==> config.mk <==
export PLATFORM = sky130hd
export DESIGN_NAME = gcd_control_decoder
export DESIGN_NICKNAME = d
export VERILOG_FILES = /design/src/common/gcd_pkg.sv /design/src/hw/gcd_control_decoder.sv /design/src/hw/gcd_tick_timer.sv /design/src/hw/gcd_word_sampler.sv
export VERILOG_INCLUDE_DIRS = /design/src /design/src/common
export SDC_FILE = /design/constraint.sdc
export NUM_CORES = 1
export LEC_CHECK = 0
export CAP_MARGIN = 40
export CORE_ASPECT_RATIO = 1.4
export CORE_MARGIN = 2
export CORE_UTILIZATION = 57
export CTS_CLUSTER_SIZE = 40
export DETAILED_ROUTE_END_ITERATION = 7
export DONT_BUFFER_PORTS = 1
export PLACE_DENSITY_LB_ADDON = 0.08
export SKIP_CTS_REPAIR_TIMING = 1
export SLEW_MARGIN = 20
export SYNTH_ARGS = -nofsm -noshare
export SYNTH_HDL_FRONTEND = slang
export SYNTH_SLANG_ARGS = --single-unit
==> constraint.sdc <==
create_clock -name sys_clk -period 2 [get_ports sys_clk]
set_input_delay 0.2 -clock sys_clk [delete_from_list [all_inputs] [get_ports sys_clk]]
set_output_delay 0.2 -clock sys_clk [all_outputs]
set_load 0.01 [all_outputs]
==> src/common/gcd_defs.svh <==
// decoder constants: offsets, codes, timing
// assumes inclusion by bare name; holds only defines
// Summary of operation
// - host writes a two-byte subcommand to the control word; it is decoded
// - version subcommands return an identification word, also sealed
// - restricted subcommands refused while sealed
// - checksum subcommand stores flash sum, sets sum-valid; sealed reads stored sum
// - reset-data subcommand returns the reset information word
// - previous-command query returns last subcommand written, only codes below seal code
// - doze request sets deep-doze bit; full sleep follows once sleep is detected
// - full-sleep traffic wakes; two-wire stretches, single-wire drops
// - hibernate-set raises request bit; bit clears itself on leaving hibernate
// - hibernate-clear drops request bit and forces hibernate exit
// - shutdown-set lets the power-off pin follow the shutdown condition
// - shutdown-clear freezes the power-off pin in high impedance
// - wire irq on: check conditions, pulse each second until off or retries spent
// - wire irq off clears enable and stops all interrupt pulses
// - seal subcommand moves open state to sealed state
// - tracking start sets update status one, voltage ok and sticky capacity update
// - status subcommand returns the 16-bit status word
// - pin-active, irq enable, shutdown, hibernate read zero after reset; load mode follows the algorithm
// - deep-doze bit clears on any communication so reads after a status write never see it set
// - rate setpoint is signed rw milliamps, resets zero, forcing time word to maximum
// - rate time read-only, clamped below maximum, refreshed each second
// - temperature and voltage words read-only; voltage limited to 6000 mV
// - data words sampled once per second; reads between return previous values
`ifndef GCD_DEFS_SVH
`define GCD_DEFS_SVH
`define GCD_OFF_CTL      8'h00
`define GCD_OFF_RATE     8'h02
`define GCD_OFF_RTIME    8'h04
`define GCD_OFF_TEMP     8'h06
`define GCD_OFF_VOLT     8'h08
`define GCD_SC_STATUS    16'h0000
`define GCD_SC_DEVTYPE   16'h0001
`define GCD_SC_FWREV     16'h0002
`define GCD_SC_HWREV     16'h0003
`define GCD_SC_SUM       16'h0004
`define GCD_SC_RSTDATA   16'h0005
`define GCD_SC_RSVD      16'h0006
`define GCD_SC_PREV      16'h0007
`define GCD_SC_PROFILE   16'h0008
`define GCD_SC_FLASHREV  16'h000C
`define GCD_SC_DOZE      16'h0010
`define GCD_SC_HIB_SET   16'h0011
`define GCD_SC_HIB_CLR   16'h0012
`define GCD_SC_SD_SET    16'h0013
`define GCD_SC_SD_CLR    16'h0014
`define GCD_SC_IRQ_ON    16'h0015
`define GCD_SC_IRQ_OFF   16'h0016
`define GCD_SC_SEAL      16'h0020
`define GCD_SC_TRACK     16'h0021
`define GCD_SC_CAL       16'h0040
`define GCD_SC_RESET     16'h0041
`define GCD_UPD_STATUS   8'h01
`define GCD_TIME_MAX     16'hFFFF
`define GCD_TIME_CLAMP   16'hFFFE
`define GCD_VOLT_MAX     16'h1770
`define GCD_RESET_WORD   16'h0000
`define GCD_CLK_HZ       40000000
`define GCD_TICK_S       1
`define GCD_STRETCH_MS   6
`endif

==> src/common/gcd_pkg.sv <==
// types shared by the gauge control command decoder
// assumes nothing of its surroundings
package gcd_pkg;
  typedef logic [15:0] gcd_word_t;
  typedef enum logic {GCD_RET_STATUS, GCD_RET_WORD} gcd_ret_t;
endpackage

==> src/hw/gcd_control_decoder.sv <==
// control word subcommand decoder with rate, temperature and voltage words
// assumes a word-wide register port at even command codes, synchronous to sys_clk;
// the host holds a request until regReady is high
`timescale 1ns/1ps
`include "gcd_defs.svh"
module gcd_control_decoder
  import gcd_pkg::*;
#(
  parameter int unsigned TICK_CYCLES    = `GCD_TICK_S * `GCD_CLK_HZ,
  parameter int unsigned STRETCH_CYCLES = (`GCD_STRETCH_MS * `GCD_CLK_HZ + 999) / 1000,
  // identification words: values are arbitrary
  parameter logic [15:0] DEVICE_TYPE    = 16'h0A5A,
  parameter logic [15:0] FW_REV         = 16'h0100,
  parameter logic [15:0] HW_REV         = 16'h00A0,
  parameter logic [15:0] PROFILE_ID     = 16'h0001,
  parameter logic [15:0] FLASH_REV      = 16'h0001
) (
  // clock and reset
  input  wire logic               sys_clk,
  input  wire logic               sys_rst,
  // register port
  input  wire logic [7:0]         regAddr,
  input  wire logic               regWrEn,
  input  wire logic               regRdEn,
  input  wire gcd_pkg::gcd_word_t regWrData,
  output logic                    regReady,
  output gcd_pkg::gcd_word_t      regRdData,
  output logic                    regRdValid,
  // link
  input  wire logic               wireMode,
  output logic                    clockStretch,
  output logic                    msgDropped,
  // power modes
  input  wire logic               sleepEntered,
  input  wire logic               hibernateWake,
  output logic                    fullSleepMode,
  output logic                    hibernateMode,
  // power-off pin
  input  wire logic               shutdownCond,
  output logic                    sePinOut,
  output logic                    sePinOen,
  // single-wire interrupt
  input  wire logic               irqCondition,
  input  wire logic [7:0]         irqRetryCount,
  output logic                    wireIrqPulse,
  // algorithm side
  input  wire logic               voltageUnsuitable,
  input  wire logic               coulombCalActive,
  input  wire logic               boardCalActive,
  input  wire logic               constantPowerMode,
  input  wire logic               raUpdatesOff,
  input  wire gcd_pkg::gcd_word_t flashSum,
  input  wire gcd_pkg::gcd_word_t resetInfo,
  input  wire gcd_pkg::gcd_word_t predTimeIn,
  input  wire gcd_pkg::gcd_word_t tempIn,
  input  wire gcd_pkg::gcd_word_t voltIn,
  output logic                    trackingStart,
  output logic [7:0]              updateStatus,
  output logic                    sumStart,
  output logic                    calStart,
  output logic                    fullResetReq
);
  import gcd_pkg::*;

  // state
  logic      sealed_q;
  logic      sumValid_q;
  logic      wireIrqEnable_q;
  logic      shutdownEn_q;
  logic      hibernateReq_q;
  logic      deepDoze_q;
  logic      voltageOk_q;
  logic      capUpdateOn_q;
  logic      loadMode_q;
  logic      deep_doze_q;
  logic      hibernate_q;
  logic      pinLow_q;
  logic [7:0] irqTries_q;
  gcd_ret_t  retSel_q;
  gcd_ret_t  retSel_d;
  gcd_word_t retWord_q;
  gcd_word_t retWord_d;
  gcd_word_t sum_q;
  gcd_word_t lastCmd_q;
  gcd_word_t rate_q;
  logic      tick;
  logic      stretchBusy;
  gcd_word_t rateTime;
  gcd_word_t temperature;
  gcd_word_t packVoltage;

  // access arbitration
  wire logic req       = regWrEn | regRdEn;
  // two-wire traffic held in full sleep and while the oscillator restarts
  assign regReady      = ~stretchBusy & ~(deep_doze_q & ~wireMode);
  // single-wire message in full sleep is taken and thrown away
  wire logic dropNow   = deep_doze_q & wireMode & req;
  wire logic wakeNow   = deep_doze_q & req;
  wire logic commEvent = req & regReady;
  wire logic acc       = commEvent & ~dropNow;
  wire logic wrCtl     = acc & regWrEn & (regAddr == `GCD_OFF_CTL);
  wire logic wrRate    = acc & regWrEn & (regAddr == `GCD_OFF_RATE);
  wire logic rdAcc     = acc & regRdEn & ~regWrEn;

  wire gcd_word_t cmd  = regWrData;
  wire logic isSum     = cmd == `GCD_SC_SUM;
  wire logic isRstData = cmd == `GCD_SC_RSTDATA;
  wire logic isPrev    = cmd == `GCD_SC_PREV;
  wire logic isDoze    = cmd == `GCD_SC_DOZE;
  wire logic isSeal    = cmd == `GCD_SC_SEAL;
  wire logic isTrack   = cmd == `GCD_SC_TRACK;
  wire logic isCal     = cmd == `GCD_SC_CAL;
  wire logic isReset   = cmd == `GCD_SC_RESET;
  wire logic restricted = isSum | isRstData | (cmd == `GCD_SC_RSVD) | isPrev | isDoze |
                          isSeal | isTrack | isCal | isReset;
  // sealed checksum may still read back the stored sum
  wire logic sumRead   = wrCtl & isSum & sealed_q;
  wire logic doCmd     = wrCtl & ~(sealed_q & restricted);
  wire logic doHibSet  = doCmd & (cmd == `GCD_SC_HIB_SET);
  wire logic doHibClr  = doCmd & (cmd == `GCD_SC_HIB_CLR);
  wire logic doSdSet   = doCmd & (cmd == `GCD_SC_SD_SET);
  wire logic doSdClr   = doCmd & (cmd == `GCD_SC_SD_CLR);
  wire logic doIrqOn   = doCmd & (cmd == `GCD_SC_IRQ_ON);
  wire logic doIrqOff  = doCmd & (cmd == `GCD_SC_IRQ_OFF);
  wire logic doSum     = doCmd & isSum;
  wire logic doDoze    = doCmd & isDoze;
  wire logic doSeal    = doCmd & isSeal;
  wire logic doTrack   = doCmd & isTrack;

  wire logic sePinActive = shutdownEn_q & pinLow_q;
  wire gcd_word_t statusWord = {
    sePinActive, sealed_q, sealed_q, sumValid_q,
    coulombCalActive, boardCalActive, 1'b0, wireIrqEnable_q,
    shutdownEn_q, hibernateReq_q, deepDoze_q, sleepEntered,
    loadMode_q, raUpdatesOff, voltageOk_q, capUpdateOn_q};

  // returned control word selection
  always_comb begin
    retSel_d  = retSel_q;
    retWord_d = retWord_q;
    if (doCmd | sumRead) begin
      case (cmd)
        `GCD_SC_STATUS: begin
          retSel_d = GCD_RET_STATUS;
        end
        `GCD_SC_DEVTYPE: begin
          retSel_d  = GCD_RET_WORD;
          retWord_d = DEVICE_TYPE;
        end
        `GCD_SC_FWREV: begin
          retSel_d  = GCD_RET_WORD;
          retWord_d = FW_REV;
        end
        `GCD_SC_HWREV: begin
          retSel_d  = GCD_RET_WORD;
          retWord_d = HW_REV;
        end
        `GCD_SC_PROFILE: begin
          retSel_d  = GCD_RET_WORD;
          retWord_d = PROFILE_ID;
        end
        `GCD_SC_FLASHREV: begin
          retSel_d  = GCD_RET_WORD;
          retWord_d = FLASH_REV;
        end
        // fresh sum when open, stored sum when sealed
        `GCD_SC_SUM: begin
          retSel_d  = GCD_RET_WORD;
          retWord_d = sealed_q ? sum_q : flashSum;
        end
        `GCD_SC_RSTDATA: begin
          retSel_d  = GCD_RET_WORD;
          retWord_d = resetInfo;
        end
        `GCD_SC_PREV: begin
          retSel_d  = GCD_RET_WORD;
          retWord_d = lastCmd_q;
        end
        default: begin
          retSel_d  = retSel_q;
          retWord_d = retWord_q;
        end
      endcase
    end
  end

  always_ff @(posedge sys_clk) begin
    if (sys_rst) begin
      retSel_q  <= GCD_RET_STATUS;
      retWord_q <= `GCD_RESET_WORD;
    end else begin
      retSel_q  <= retSel_d;
      retWord_q <= retWord_d;
    end
  end

  // only codes below the seal code are remembered
  always_ff @(posedge sys_clk) begin
    if (sys_rst)
      lastCmd_q <= 16'h0000;
    else if (wrCtl && cmd < `GCD_SC_SEAL)
      lastCmd_q <= cmd;
  end

  always_ff @(posedge sys_clk) begin
    if (sys_rst) begin
      sum_q      <= 16'h0000;
      sumValid_q <= 1'b0;
    end else if (doSum) begin
      sum_q      <= flashSum;
      sumValid_q <= 1'b1;
    end
  end

  // seal transition; sealed state only leaves by reset
  always_ff @(posedge sys_clk) begin
    if (sys_rst)
      sealed_q <= 1'b0;
    else if (doSeal)
      sealed_q <= 1'b1;
  end

  // tracking start flags; voltage ok drops on unsuitable voltage, set wins
  always_ff @(posedge sys_clk) begin
    if (sys_rst) begin
      voltageOk_q   <= 1'b0;
      capUpdateOn_q <= 1'b0;
      updateStatus  <= 8'h00;
    end else begin
      if (doTrack) begin
        voltageOk_q   <= 1'b1;
        capUpdateOn_q <= 1'b1;
        updateStatus  <= `GCD_UPD_STATUS;
      end else if (voltageUnsuitable) begin
        voltageOk_q <= 1'b0;
      end
    end
  end

  // load mode follows algorithm, zero from reset
  always_ff @(posedge sys_clk) begin
    if (sys_rst)
      loadMode_q <= 1'b0;
    else
      loadMode_q <= constantPowerMode;
  end

  // doze request; cleared by any communication, set wins
  always_ff @(posedge sys_clk) begin
    if (sys_rst)
      deepDoze_q <= 1'b0;
    else if (doDoze)
      deepDoze_q <= 1'b1;
    else if (commEvent | wakeNow)
      deepDoze_q <= 1'b0;
  end

  // full sleep entry; any traffic wakes from full sleep
  always_ff @(posedge sys_clk) begin
    if (sys_rst)
      deep_doze_q <= 1'b0;
    else if (wakeNow)
      deep_doze_q <= 1'b0;
    else if (deepDoze_q && sleepEntered)
      deep_doze_q <= 1'b1;
  end

  // hibernate request set and self clear on exit; clear forces exit
  always_ff @(posedge sys_clk) begin
    if (sys_rst) begin
      hibernateReq_q <= 1'b0;
      hibernate_q    <= 1'b0;
    end else begin
      if (doHibSet)
        hibernateReq_q <= 1'b1;
      else if (doHibClr || (hibernate_q && hibernateWake))
        hibernateReq_q <= 1'b0;
      if (doHibClr || hibernateWake)
        hibernate_q <= 1'b0;
      else if (hibernateReq_q && sleepEntered)
        hibernate_q <= 1'b1;
    end
  end

  // shutdown enable; clear leaves pin released
  always_ff @(posedge sys_clk) begin
    if (sys_rst) begin
      shutdownEn_q <= 1'b0;
      pinLow_q     <= 1'b0;
    end else begin
      if (doSdSet)
        shutdownEn_q <= 1'b1;
      else if (doSdClr)
        shutdownEn_q <= 1'b0;
      // pin level frozen while disabled
      if (shutdownEn_q)
        pinLow_q <= shutdownCond;
    end
  end

  assign sePinOen = ~shutdownEn_q;
  // pin driven low to signal shutdown
  assign sePinOut = ~pinLow_q;

  // irq enable with retry budget; off stops pulses at once
  always_ff @(posedge sys_clk) begin
    if (sys_rst) begin
      wireIrqEnable_q <= 1'b0;
      irqTries_q      <= 8'h00;
      wireIrqPulse    <= 1'b0;
    end else begin
      wireIrqPulse <= 1'b0;
      if (doIrqOn) begin
        wireIrqEnable_q <= 1'b1;
        irqTries_q      <= irqRetryCount;
      end else if (doIrqOff) begin
        wireIrqEnable_q <= 1'b0;
      end else if (tick && wireIrqEnable_q && irqCondition && irqTries_q != 8'h00) begin
        wireIrqPulse <= 1'b1;
        irqTries_q   <= irqTries_q - 8'h01;
      end
    end
  end

  // one-cycle action strobes toward the algorithm side, plus the link's dropped-message strobe
  always_ff @(posedge sys_clk) begin
    if (sys_rst) begin
      trackingStart <= 1'b0;
      sumStart      <= 1'b0;
      calStart      <= 1'b0;
      fullResetReq  <= 1'b0;
      msgDropped    <= 1'b0;
    end else begin
      trackingStart <= doTrack;
      sumStart      <= doSum;
      // calibration and full reset only when open
      calStart      <= doCmd & isCal;
      fullResetReq  <= doCmd & isReset;
      msgDropped    <= dropNow;
    end
  end

  // signed rate setpoint, zero after reset
  always_ff @(posedge sys_clk) begin
    if (sys_rst)
      rate_q <= 16'h0000;
    else if (wrRate)
      rate_q <= regWrData;
  end

  // read path; unmapped codes read zero
  wire gcd_word_t ctlRead = (retSel_q == GCD_RET_STATUS) ? statusWord : retWord_q;
  wire gcd_word_t rdMux   = (regAddr == `GCD_OFF_CTL)   ? ctlRead :
                            (regAddr == `GCD_OFF_RATE)  ? rate_q :
                            (regAddr == `GCD_OFF_RTIME) ? rateTime :
                            (regAddr == `GCD_OFF_TEMP)  ? temperature :
                            (regAddr == `GCD_OFF_VOLT)  ? packVoltage : 16'h0000;

  always_ff @(posedge sys_clk) begin
    if (sys_rst) begin
      regRdData  <= 16'h0000;
      regRdValid <= 1'b0;
    end else begin
      regRdValid <= rdAcc;
      if (rdAcc)
        regRdData <= rdMux;
    end
  end

  assign fullSleepMode = deep_doze_q;
  assign hibernateMode = hibernate_q;
  assign clockStretch  = stretchBusy | (deep_doze_q & ~wireMode & req);

  gcd_tick_timer #(
    .CYCLES  (TICK_CYCLES),
    .ONESHOT (1'b0)
  ) u_second (
    .sys_clk (sys_clk),
    .sys_rst (sys_rst),
    .start   (1'b0),
    .busy    (),
    .done    (tick)
  );

  gcd_tick_timer #(
    .CYCLES  (STRETCH_CYCLES),
    .ONESHOT (1'b1)
  ) u_stretch (
    .sys_clk (sys_clk),
    .sys_rst (sys_rst),
    .start   (wakeNow & ~wireMode),
    .busy    (stretchBusy),
    .done    ()
  );

  gcd_word_sampler u_sampler (
    .sys_clk      (sys_clk),
    .sys_rst      (sys_rst),
    .tick         (tick),
    .rateSetpoint (rate_q),
    .predTimeIn   (predTimeIn),
    .tempIn       (tempIn),
    .voltIn       (voltIn),
    .rateTime     (rateTime),
    .temperature  (temperature),
    .packVoltage  (packVoltage)
  );
endmodule

==> src/hw/gcd_tick_timer.sv <==
// cycle counter: free-running tick or restartable one-shot busy window
// assumes start is a one-cycle pulse from the clock domain of sys_clk
`timescale 1ns/1ps
module gcd_tick_timer #(
  parameter int unsigned CYCLES  = 16,
  parameter bit          ONESHOT = 1'b0
) (
  // clock and reset
  input  wire logic sys_clk,
  input  wire logic sys_rst,
  // control
  input  wire logic start,
  // status
  output logic      busy,
  output logic      done
);
  logic [31:0] cnt_q;
  logic        run_q;
  wire  logic  atEnd = (cnt_q == 32'(CYCLES - 1));

  always_ff @(posedge sys_clk) begin
    if (sys_rst) begin
      cnt_q <= 32'h00000000;
      run_q <= ~ONESHOT;
      done  <= 1'b0;
    end else begin
      done <= run_q & atEnd;
      if (start) begin
        cnt_q <= 32'h00000000;
        run_q <= 1'b1;
      end else if (run_q) begin
        cnt_q <= atEnd ? 32'h00000000 : cnt_q + 32'h00000001;
        if (atEnd && ONESHOT)
          run_q <= 1'b0;
      end
    end
  end

  assign busy = run_q;
endmodule

==> src/hw/gcd_word_sampler.sv <==
// once-per-second sampling of rate time, temperature and voltage words
// assumes the measurement side presents current values at all times
`timescale 1ns/1ps
`include "gcd_defs.svh"
module gcd_word_sampler
  import gcd_pkg::*;
(
  // clock and reset
  input  wire logic        sys_clk,
  input  wire logic        sys_rst,
  // refresh pulse
  input  wire logic        tick,
  // live values
  input  wire gcd_pkg::gcd_word_t rateSetpoint,
  input  wire gcd_pkg::gcd_word_t predTimeIn,
  input  wire gcd_pkg::gcd_word_t tempIn,
  input  wire gcd_pkg::gcd_word_t voltIn,
  // sampled words
  output gcd_pkg::gcd_word_t      rateTime,
  output gcd_pkg::gcd_word_t      temperature,
  output gcd_pkg::gcd_word_t      packVoltage
);
  wire gcd_word_t timeClamped = (predTimeIn > `GCD_TIME_CLAMP) ? `GCD_TIME_CLAMP : predTimeIn;
  wire gcd_word_t timeNext = (rateSetpoint == 16'h0000) ? `GCD_TIME_MAX : timeClamped;
  wire gcd_word_t voltNext = (voltIn > `GCD_VOLT_MAX) ? `GCD_VOLT_MAX : voltIn;

  always_ff @(posedge sys_clk) begin
    if (sys_rst) begin
      rateTime    <= `GCD_TIME_MAX;
      temperature <= 16'h0000;
      packVoltage <= 16'h0000;
    end else if (tick) begin
      rateTime    <= timeNext;
      temperature <= tempIn;
      packVoltage <= voltNext;
    end
  end
endmodule

# ---- Word level (Yosys, flattened, before mapping)
# Index checks and enable logic that the tools add are counted.
dict set report totals {
  reg_bits 222
  inputBits 126
  out_inout_bits 37
}
dict set report op_classes {
  n_addsub 3
  n_lt_le_gt_ge 3
  n_eq_ne 27
  muxes 30
  bitwise 51
  reduce_logical 31
}
# cell count
set ops {}
lappend ops {{$mux 16} 10}
lappend ops {{$eq 16x5->1 const B} 7}
lappend ops {{$pmux 16 s7} 1}
lappend ops {{$add 32x1->32 const B} 2}
lappend ops {{$eq 16x3->1 const B} 4}
lappend ops {{$eq 16x2->1 const B} 2}
lappend ops {{$eq 16x4->1 const B} 2}
lappend ops {{$eq 16x6->1 const B} 2}
lappend ops {{$eq 16x7->1 const B} 2}
lappend ops {{$eq 32x18->1 const B} 1}
lappend ops {{$eq 32x26->1 const B} 1}
lappend ops {{$logic_not 16->1} 2}
lappend ops {{$mux 32} 1}
lappend ops {{$and 1x1->1} 31}
lappend ops {{$mux 8} 3}
lappend ops {{$eq 16x1->1 const B} 1}
lappend ops {{$eq 8x3->1 const B} 2}
lappend ops {{$gt 16x13->1 const B} 1}
lappend ops {{$gt 16x16->1 const B} 1}
lappend ops {{$lt 16x6->1 const B} 1}
lappend ops {{$mux 1} 14}
lappend ops {{$reduce_bool 2->1} 7}
lappend ops {{$or 1x1->1} 12}
lappend ops {{$reduce_or 2->1} 5}
lappend ops {{other kinds (14)} 30}

# ---- Longest topological paths before layout
# Gate-level depths: netlist (run 1).
dict set report depth {
  ltp_word 16
  depth_mapped 9
}

# ---- Modules after synthesis
# From an unflattened synthesis (run 1), not the netlist that was laid out.
dict set report hier_totals {
  hier_cells 1256
  hier_area_um2 10916.7
}
# module instances cells_each area_each_um2 seq_area_each_um2
set by_module_without_submodules {}
lappend by_module_without_submodules {gcd_control_decoder 1 698 5744.3 2162.1}
lappend by_module_without_submodules {gcd_word_sampler 1 183 1834.3 960.9}
lappend by_module_without_submodules {{gcd_tick_timer at u_stretch} 1 209 1829.3 680.7}
lappend by_module_without_submodules {{gcd_tick_timer at u_second} 1 166 1508.9 660.6}

# ---- Worst setup path before layout (run 1)
# OpenSTA, ideal clock, no wires.
dict set report synth_path {
  path_kind {register -> register}
  startpoint {reg deep_doze_q (netlist: fullSleepMode)}
  endpoint {reg sum_q[0]}
  arrival_time_ns 1.894
  required_ns 1.872
  path_slack_ns -0.022
  stages_incl_launch_ff 9
  n_path_buf 2
  period_less_slack_ns 2.022
  path_cell_list {dfxtp_1 nor3b_2 nand4b_2 or2_4 nor3_2 buf_6 buf_12 mux2i_1 nor2_1}
}
dict set report synth_via {
  elab_chain_cells 9
  word_cells_on_any_way 12
  cone_classes {bitwise: 12}
}
# item line_no
set synth_rtl {}
lappend synth_rtl {{start, declared} gcd_control_decoder.sv:75} ;# logic deep_doze_q;
lappend synth_rtl {{start signal, assigned} gcd_control_decoder.sv:261} ;# deep_doze_q <= 1'b0;
lappend synth_rtl {{start signal, assigned} gcd_control_decoder.sv:263} ;# deep_doze_q <= 1'b0;
lappend synth_rtl {{start signal, assigned} gcd_control_decoder.sv:265} ;# deep_doze_q <= 1'b1;
lappend synth_rtl {{$and 1x1->1} gcd_control_decoder.sv:95} ;# assign regReady = ~stretchBusy & ~(deep_doze_q & ~wireMode);
lappend synth_rtl {{$not 1->1} gcd_control_decoder.sv:95}
lappend synth_rtl {{$and 1x1->1} gcd_control_decoder.sv:95}
lappend synth_rtl {{$and 1x1->1} gcd_control_decoder.sv:99} ;# wire logic commEvent = req & regReady;
lappend synth_rtl {{$and 1x1->1 *} gcd_control_decoder.sv:100} ;# wire logic acc = commEvent & ~dropNow;
lappend synth_rtl {{$and 1x1->1 * (2 in a row)} gcd_control_decoder.sv:101} ;# wire logic wrCtl = acc & regWrEn & (regAddr == `GCD_OFF_CTL);
lappend synth_rtl {{$and 1x1->1 *} gcd_control_decoder.sv:118} ;# wire logic doCmd = wrCtl & ~(sealed_q & restricted);
lappend synth_rtl {{$and 1x1->1 *} gcd_control_decoder.sv:125} ;# wire logic doSum = doCmd & isSum;
lappend synth_rtl {{end signal, assigned} gcd_control_decoder.sv:210} ;# sum_q <= flashSum;
lappend synth_rtl {{end, declared} gcd_control_decoder.sv:83} ;# gcd_word_t sum_q;
# Mark *: on every way between the ends. The rest lies on a longest branch, timed or not.
# A chain may end at the register's enable or synchronous reset.

# ---- Worst setup path in the final report (run 1)
dict set report layout_path {
  startpoint {reg u_stretch.run_q (netlist: u_stretch.busy)}
  endpoint {reg sum_q[15]}
}
dict set report layout_via {
  elab_chain_cells 8
}
# item line_no
set layout_rtl {}
lappend layout_rtl {{start, declared} gcd_tick_timer.sv:18} ;# logic run_q;
lappend layout_rtl {{start signal, assigned} gcd_tick_timer.sv:24} ;# run_q <= ~ONESHOT;
lappend layout_rtl {{$not 1->1} gcd_control_decoder.sv:95}
lappend layout_rtl {{$and 1x1->1} gcd_control_decoder.sv:95}
lappend layout_rtl {{$and 1x1->1} gcd_control_decoder.sv:99}
lappend layout_rtl {{$and 1x1->1} gcd_control_decoder.sv:100}
lappend layout_rtl {{$and 1x1->1 (2 in a row)} gcd_control_decoder.sv:101}
lappend layout_rtl {{$and 1x1->1} gcd_control_decoder.sv:118}
lappend layout_rtl {{$and 1x1->1} gcd_control_decoder.sv:125}
# No other way between the ends.

==> results of run 1 <==
-- worst paths after layout --
| check | startpoint | to | slack (ns) |
|---|---|---|---|
| setup / recovery | u_stretch.busy | sum_q[15] | 0.04 |
| hold / removal | sys_rst | u_sampler.packVoltage[1] | -0.22 |
| setup reg to reg | u_stretch.busy | sum_q[15] | 0.04 |
| hold reg to reg | u_second.cnt_q[0] | u_second.cnt_q[0] | 0.44 |
-- power breakdown --
| part | total, W | internal, W | switching (W) |
|---|---|---|---|
| Clock | 0.00396 | 0.00225 | 0.00170 |
| Combinational | 0.000291 | 0.000141 | 0.000150 |
| Sequential | 0.00445 | 0.00443 | 0.0000146 |
-- per-layer routing --
| layer | up-vias | GRT usage [%] |
|---|---|---|
| met5 | - | 0 |
| met4 | 0 | 8.98 |
| met3 | 57 | 5.00 |
| met2 | 222 | 47.8 |
| met1 | 4142 | 35.9 |
| li1 | 4284 | - |
-- area by class of cell --
type | instances | share of cell area (%)
tap | 236 | 2.45
timing repair buffer | 126 | 9.83
clock inverter | 3 | 0.124
inverter | 35 | 1.09
sequential | 222 | 36.9
multi-input combinational | 834 | 44.2
clock buffer | 35 | 5.48
-- worst max-delay path, delay by kind of cell (launching register included) --
family / cells / cell delay [ns]
buf+inv: 1 / 0.20
flops: 1 / 0.36
mux: 1 / 0.26
simple gates: 5 / 1.02
-- flip-flops by register name, summed over array words and instances (netlist names), 8 cells and up --
register               count
u_sampler.packVoltage     16
u_sampler.temperature     16
retWord_q                 16
irqTries_q                 8
regRdData                 16
rate_q                    16
u_sampler.rateTime        16
u_stretch.cnt_q           32
sum_q                     16
lastCmd_q                 16
u_second.cnt_q            32
-- Yosys cell counts, drive strengths merged (4+ instances only) --
| library cell | n | share of area (%) |
|---|---|---|
| dfxtp | 222 | 44 |
| nor2 | 184 | 6.8 |
| mux2i | 75 | 7.4 |
| nand2 | 75 | 2.8 |
| a21oi | 63 | 3.2 |
| clkbuf | 44 | 1.6 |
| nand3 | 37 | 1.8 |
| o21ai | 37 | 1.8 |
| inv | 35 | 1.3 |
| a221oi | 33 | 3.2 |
| xor2 | 31 | 2.7 |
| nor3 | 28 | 1.6 |
| nand4 | 27 | 1.7 |
| buf | 25 | 1.7 |
| xnor2 | 25 | 2.2 |
| a211oi | 23 | 1.8 |
| nor4 | 20 | 1.4 |
| nor2b | 19 | 1.2 |
| or3 | 19 | 1.2 |
| and2 | 16 | 0.98 |
| a31o | 10 | 0.86 |
| nor4b | 10 | 0.92 |
| and4 | 9 | 0.78 |
| mux2 | 8 | 0.89 |
| a22oi | 7 | 0.52 |
| a222oi | 5 | 0.49 |
| a31oi | 4 | 0.25 |
| and3 | 4 | 0.25 |
| ha | 4 | 0.49 |
| nand2b | 4 | 0.25 |
| nor3b | 4 | 0.34 |
| o221a | 4 | 0.44 |
| or2 | 4 | 0.27 |
-- through the flow --
| stage | hold WS (ns) | util, % | instance area, µm² |
|---|---|---|---|
| after floorplan | 0.276 | - | 10200 |
| after global placement | 0.277 | 61.8 | 10800 |
| after detailed placement | 0.280 | 61.8 | 10800 |
| after CTS | -0.253 | 65.7 | 11400 |
| after global routing | -0.234 | 69.3 | 12100 |
| final | -0.220 | 69.3 | 12100 |
-- logic make-up (layout without fill, tap and decap cells) --
family / Yosys count / count (layout) / synth area share [%]
AND/OR/NAND/NOR: 471 / 471 / 23.2
AO/OA/AOI/OAI: 213 / 213 / 14.8
adder cells (fa/ha/maj): 4 / 4 / 0.492
XOR/XNOR: 56 / 56 / 4.82
other: 1 / 7 / 0.0369
flip-flops: 222 / 222 / 43.7
buffers and inverters: 104 / 199 / 4.64
multiplexers: 83 / 83 / 8.27
==> impl_metrics.env, run 1 <==
export IMPL_fp_dieH_um=162
export IMPL_power_leakage_nw=4.42
export IMPL_fin_tns_setup_ns=0
export IMPL_synth_edf_count=0
export IMPL_antenna_found_initial=0
export IMPL_gr_total_overflow=0
export IMPL_hold_depth=1
export IMPL_totalWireLength_um=28000
export IMPL_final_layout_size_suffix_gt1_share_pct=12.4
export IMPL_synth_cell_types=73
export IMPL_drt_met1_wl_um=11600
export IMPL_fillers=1488
export IMPL_grt_max_degree=101
export IMPL_finalHoldViolCount=77
export IMPL_vias=8705
export IMPL_hp_class="input port to flop"
export IMPL_crit_type="flop to flop"
export IMPL_fin_cells=1491
export IMPL_vdd_drop_max_v=0.000757
export IMPL_maxSlewViolCount=0
export IMPL_finalClockSkew_ns=0.0101
export IMPL_reg2reg_depth=7
export IMPL_ios=163
export IMPL_top_layer="met4"
export IMPL_dpl_hpwl_um=19800
export IMPL_coreArea_mm2=0.0174
export IMPL_worst_pin_slew_ns=0.656
export IMPL_clk_latency_ns=0.50
export IMPL_ant_nets=0
export IMPL_crit_slowest_cell="dfxtp_1"
export IMPL_htreeDepth=1
export IMPL_cp_cell_sequence="nor3b_4, nand4b_4, or2_4, nor3_4, buf_12, mux2i_1, nor2_1"
export IMPL_slowest_delay_ns=0.36
export IMPL_period_minus_slack_ns=1.96
export IMPL_multiInputGateArea_mm2=0.00533
export IMPL_min_period_over_period_pct=98.1
export IMPL_gp_congestion=0.909
export IMPL_path_clk_slew_ns=0.06
export IMPL_most_common_layout_cells="dfxtp_1, nor2_1, mux2i_1"
export IMPL_via_per_inst=5.84
export IMPL_diodes=0
export IMPL_worst_setup_path_start_kind="flop"
export IMPL_yosysSeqAreaShare_pct=43.7
export IMPL_synth_warnings=0
export IMPL_async_reset_ff_share_pct=0
export IMPL_cts_root_buffer="clkbuf_16"
export IMPL_num_nets_final=1371
export IMPL_rows=57
export IMPL_final_common_cell="dfxtp_1"
export IMPL_die_x_um=117
export IMPL_cp_end_kind="flop"
export IMPL_place_ws_ns=-0.191
export IMPL_setup_viol=0
export IMPL_ctsLongestPathBuffers=3
export IMPL_cts_sinks=222
export IMPL_cts_tree="done"
export IMPL_cts_buffers=22
export IMPL_met3_length_um=1440
export IMPL_synthToLayoutAreaGrowth_pct=18.6
export IMPL_globalRouteTotalUtil_pct=28.1
export IMPL_grt_first_pass_wirelength_um=42700
export IMPL_synth_cells=1154
export IMPL_status="finished, violations left"
export IMPL_synthFlopType="dfxtp_1"
export IMPL_max_freq_ghz=0.509
export IMPL_wl_per_cell_um=18.8
export IMPL_critPathRequiredTime_ns=2.39
export IMPL_violations="hold timing"
export IMPL_drc=0
export IMPL_layout_area_seq_mm2=0.00445
export IMPL_worstPathMaxFanout=17
export IMPL_power_w=0.00870
export IMPL_firstDrtPassIters=5
export IMPL_cellPowerDensity_mw_per_mm2=721
export IMPL_drt_initial_drc_count=628
export IMPL_grt_pass1_vias=8111
export IMPL_critPathArrivalTime_ns=2.35
export IMPL_syn_area_mm2=0.0102
export IMPL_whs_ns=-0.220
export IMPL_portBuffers=0
export IMPL_drv_cap=0
export IMPL_placed_cells=1393
export IMPL_worst_slack_ns=0.0373
export IMPL_ys_seq_elements=222
export IMPL_max_slew_margin_pct=56.1
export IMPL_synth_avg_cell_area_um2=8.81
export IMPL_initial_utilization_pct=58.4
export IMPL_wl_met2_um=14000
export IMPL_dieArea_mm2=0.0189
(Power assumes the default switching activity.)
==> run 2, diff against run 1 <==
--- a/config.mk
+++ b/config.mk
@@ -6,14 +6,15 @@
 export SDC_FILE = /design/constraint.sdc
 export NUM_CORES = 1
 export LEC_CHECK = 0
+export ABC_AREA = 1
 export CAP_MARGIN = 40
 export CORE_ASPECT_RATIO = 1.4
 export CORE_MARGIN = 2
-export CORE_UTILIZATION = 57
+export CORE_UTILIZATION = 58
 export CTS_CLUSTER_SIZE = 40
 export DETAILED_ROUTE_END_ITERATION = 7
 export DONT_BUFFER_PORTS = 1
-export PLACE_DENSITY_LB_ADDON = 0.08
+export PLACE_DENSITY_LB_ADDON = 0.1
 export SKIP_CTS_REPAIR_TIMING = 1
 export SLEW_MARGIN = 20
 export SYNTH_ARGS = -nofsm -noshare
==> run 2 against run 1 <==
  * The run still ends with hold timing left
  * Via count grew 26%
  * Die area up 5.4%
  * Sequential power is essentially flat
  * Global-route usage increased by 1.4 points
  * Cell area is 12% higher
  * Hold slack improved by 0.16 ns
  * Critical endpoint is now u_second.cnt_q[30]
  * Highest routed layer unchanged
==> impl_metrics.env, run 2 <==
export IMPL_num_nets_final=1855
export IMPL_min_period_over_period_pct=98.9
export IMPL_path_buf_inv=1
export IMPL_yosys_top_cells_count="nand2_1, dfxtp_1, inv_1"
export IMPL_synth_area_leaders="dfxtp_1, nand2_1, inv_1"
export IMPL_gr_total_overflow=0
export IMPL_rows=59
export IMPL_seq_power_share_pct=49.4
export IMPL_place_area_mm2=0.0117
export IMPL_hp_class="input port to flop"
export IMPL_worst_setup_path_start_kind="flop"
export IMPL_design_area_mm2=0.0135
export IMPL_syn_area_mm2=0.0109
export IMPL_critPathArrivalTime_ns=2.43
export IMPL_max_freq_ghz=0.505
export IMPL_grt_pass1_vias=9888
export IMPL_dpl_hpwl_um=22700
export IMPL_r2r_start="u_second.cnt_q[0]"
export IMPL_firstDrtPassIters=7
export IMPL_finalHoldViolCount=8
export IMPL_yosysSeqAreaShare_pct=40.7
export IMPL_fin_cells=1982
export IMPL_p_sw_share_pct=22.7
export IMPL_gp_congestion=0.928
export IMPL_cts_root_buffer="clkbuf_16"
export IMPL_clk_latency_ns=0.52
export IMPL_synth_cell_types=53
export IMPL_setup_viol=0
export IMPL_crit_family="simple AND/OR/NAND/NOR gates"
export IMPL_final_common_cell="nand2_1"
export IMPL_synthToLayoutAreaGrowth_pct=23.7
export IMPL_ios=163
export IMPL_cp_startpoint="u_second.cnt_q[0]"
export IMPL_ctsLongestPathBuffers=3
export IMPL_worst_slack_ns=0.0211
export IMPL_grt_first_pass_wirelength_um=47800
export IMPL_power_switching_w=0.00206
export IMPL_cellPowerDensity_mw_per_mm2=671
export IMPL_synth_top_cell_by_area="dfxtp_1"
export IMPL_ant_nets=0
export IMPL_grt_max_degree=63
export IMPL_yosysTopAreaCellShare_pct=40.7
export IMPL_cp_end_kind="flop"
export IMPL_cts_tree="done"
export IMPL_power_w=0.00907
export IMPL_cp_cell_sequence="ha_4, nand2_2, nor2_4, nand2_2, nor2_4, nand2_2, nor2_4, inv_2, nor2_4, nand2_4, nor3_4, nand2_1, a21oi_2"
export IMPL_cts_sinks=222
export IMPL_cp_depth=13
export IMPL_drc=0
export IMPL_synthFlopType="dfxtp_1"
export IMPL_status="finished, violations left"
export IMPL_ys_seq_elements=222
export IMPL_wl_per_cell_um=16.4
export IMPL_finalClockSkew_ns=0.00862
export IMPL_initial_utilization_pct=59.0
export IMPL_drt_initial_drc_count=867
export IMPL_fin_util_pct=72.9
export IMPL_synth_most_common_cell="nand2_1"
export IMPL_fp_dieH_um=166
export IMPL_coreArea_mm2=0.0185
export IMPL_vias=10996
export IMPL_synth_avg_cell_area_um2=6.95
export IMPL_most_common_layout_cells="nand2_1, dfxtp_1, inv_1"
export IMPL_crit_slowest_cell="dfxtp_4"
export IMPL_violations="hold timing"
export IMPL_combPwrFrac_pct=5.2
export IMPL_diodes=0
export IMPL_placed_cells=1844
export IMPL_synth_edf_count=0
export IMPL_rr_endpoint="u_second.cnt_q[30]"
export IMPL_power_leakage_nw=5.20
export IMPL_path_clk_slew_ns=0.06
export IMPL_crit_type="flop to flop"
export IMPL_cts_buffers=23
export IMPL_critPathRequiredTime_ns=2.45
export IMPL_dieArea_mm2=0.0200
export IMPL_slowest_delay_ns=0.37
export IMPL_crit_top_cell="nor2_4"
export IMPL_drv_cap=0
export IMPL_hp_start="voltIn[1]"
export IMPL_fillers=1549
export IMPL_synth_warnings=0
export IMPL_worst_r2r_setup_slack_ns=0.02
export IMPL_reg_top3="u_second.cnt_q (32), u_stretch.cnt_q (32)"
export IMPL_synth_cells=1572
export IMPL_async_reset_ff_share_pct=0
export IMPL_crit_end="u_second.cnt_q[30]"
export IMPL_reg2reg_depth=13
export IMPL_place_ws_ns=-0.0386
export IMPL_whs_ns=-0.0592
export IMPL_die_x_um=120
export IMPL_vdd_drop_max_v=0.000705
export IMPL_pwr_share_clk_pct=45.3
export IMPL_worstPathMaxFanout=5
export IMPL_worst_pin_slew_ns=0.764
export IMPL_portBuffers=0
export IMPL_totalWireLength_um=32600
export IMPL_final_layout_size_suffix_gt1_share_pct=13.0
export IMPL_rsz0062_at_grt="true"
export IMPL_via_per_inst=5.55
export IMPL_maxSlewViolCount=0
export IMPL_globalRouteTotalUtil_pct=29.5
export IMPL_period_minus_slack_ns=1.98
export IMPL_htreeDepth=1
export IMPL_max_slew_margin_pct=48.9
export IMPL_p_int_w=0.00700
export IMPL_antenna_found_initial=0
## run 2: cell types whose count changed after synthesis, moves of 30 or more
| cell | before | now |
|---|---|---|
| nand2_1 | 74 | 277 |
| inv_1 | 35 | 210 |
| mux2i_1 | 75 | 0 |
| a21oi_1 | 61 | 135 |
| o21ai_0 | 34 | 92 |
| nor3_1 | 23 | 55 |
| o211ai_1 | 2 | 32 |
## run 2: how the worst min path moves through the flow
stage                                           to  depth (start not counted)  slack (ns)
after floorplan                         loadMode_q                          2        0.31
after global placement              hibernateReq_q                          1        0.28
after detailed placement              wireIrqPulse                          1        0.29
after CTS                             wireIrqPulse                          1       -0.26
after global routing                    rate_q[13]                          2       0.001
final                     u_sampler.packVoltage[1]                          4       -0.06
## run 2: metal layers
layer / up-vias / GRT usage [%] / part of all wire (%)
li1: 5476 / - / -
met1: 5054 / 34.8 / 39
met2: 384 / 52.0 / 51
met3: 82 / 4.22 / 6.0
met4: 0 / 14.4 / 4.1
met5: - / 0 / 0
## run 2: power by group through the flow
stage / clock, W / sequential [W] / combinational, W
4_1_cts: 0.00417 / 0.00448 / 0.000290
3_5_place_dp: 0 / 0.00458 / 0.000287
2_1_floorplan: 0 / 0.00457 / 0.000219
6_report: 0.00411 / 0.00448 / 0.000474
3_3_place_gp: 0 / 0.00458 / 0.000285
5_1_grt: 0.00434 / 0.00448 / 0.000514
## run 2: cells by family (layout without fill, tap and decap cells)
logic type,Yosys count,in the layout,share of synthesized area (%)
other,1,7,0.0343
adders and majority gates,4,4,0.458
xor gates and xnor gates,19,19,1.52
DFF,222,222,40.7
AOI/OAI and AO/OA,325,325,17.2
and+or+nand+nor,705,706,29.3
buffers and inverters,296,455,10.8
## run 2: area by class of cell
class	instances	area [µm²]	share of cell area [%]
Sequential cell	222	4450	32.9
Clock inverter	6	45.0	0.333
Multi-Input combinational cell	1061	5460	40.4
Timing Repair Buffer	189	1730	12.8
Clock buffer	32	669	4.95
Tap cell	244	305	2.26
Inverter	228	858	6.35
## run 2: tightest hold or removal path: stages
cell,delay [ns]
nand2_1,0.04
nor2_1,0.04
nand2_1,0.05
o21ai_0,0.07
## run 2: stage by stage
stage | hold slack, ns | TNS (ns)
after floorplan | 0.307 | 0
after global placement | 0.283 | -5.87
after detailed placement | 0.287 | -0.0732
after CTS | -0.259 | 0
after global routing | 0.00113 | -0.575
final | -0.0592 | 0
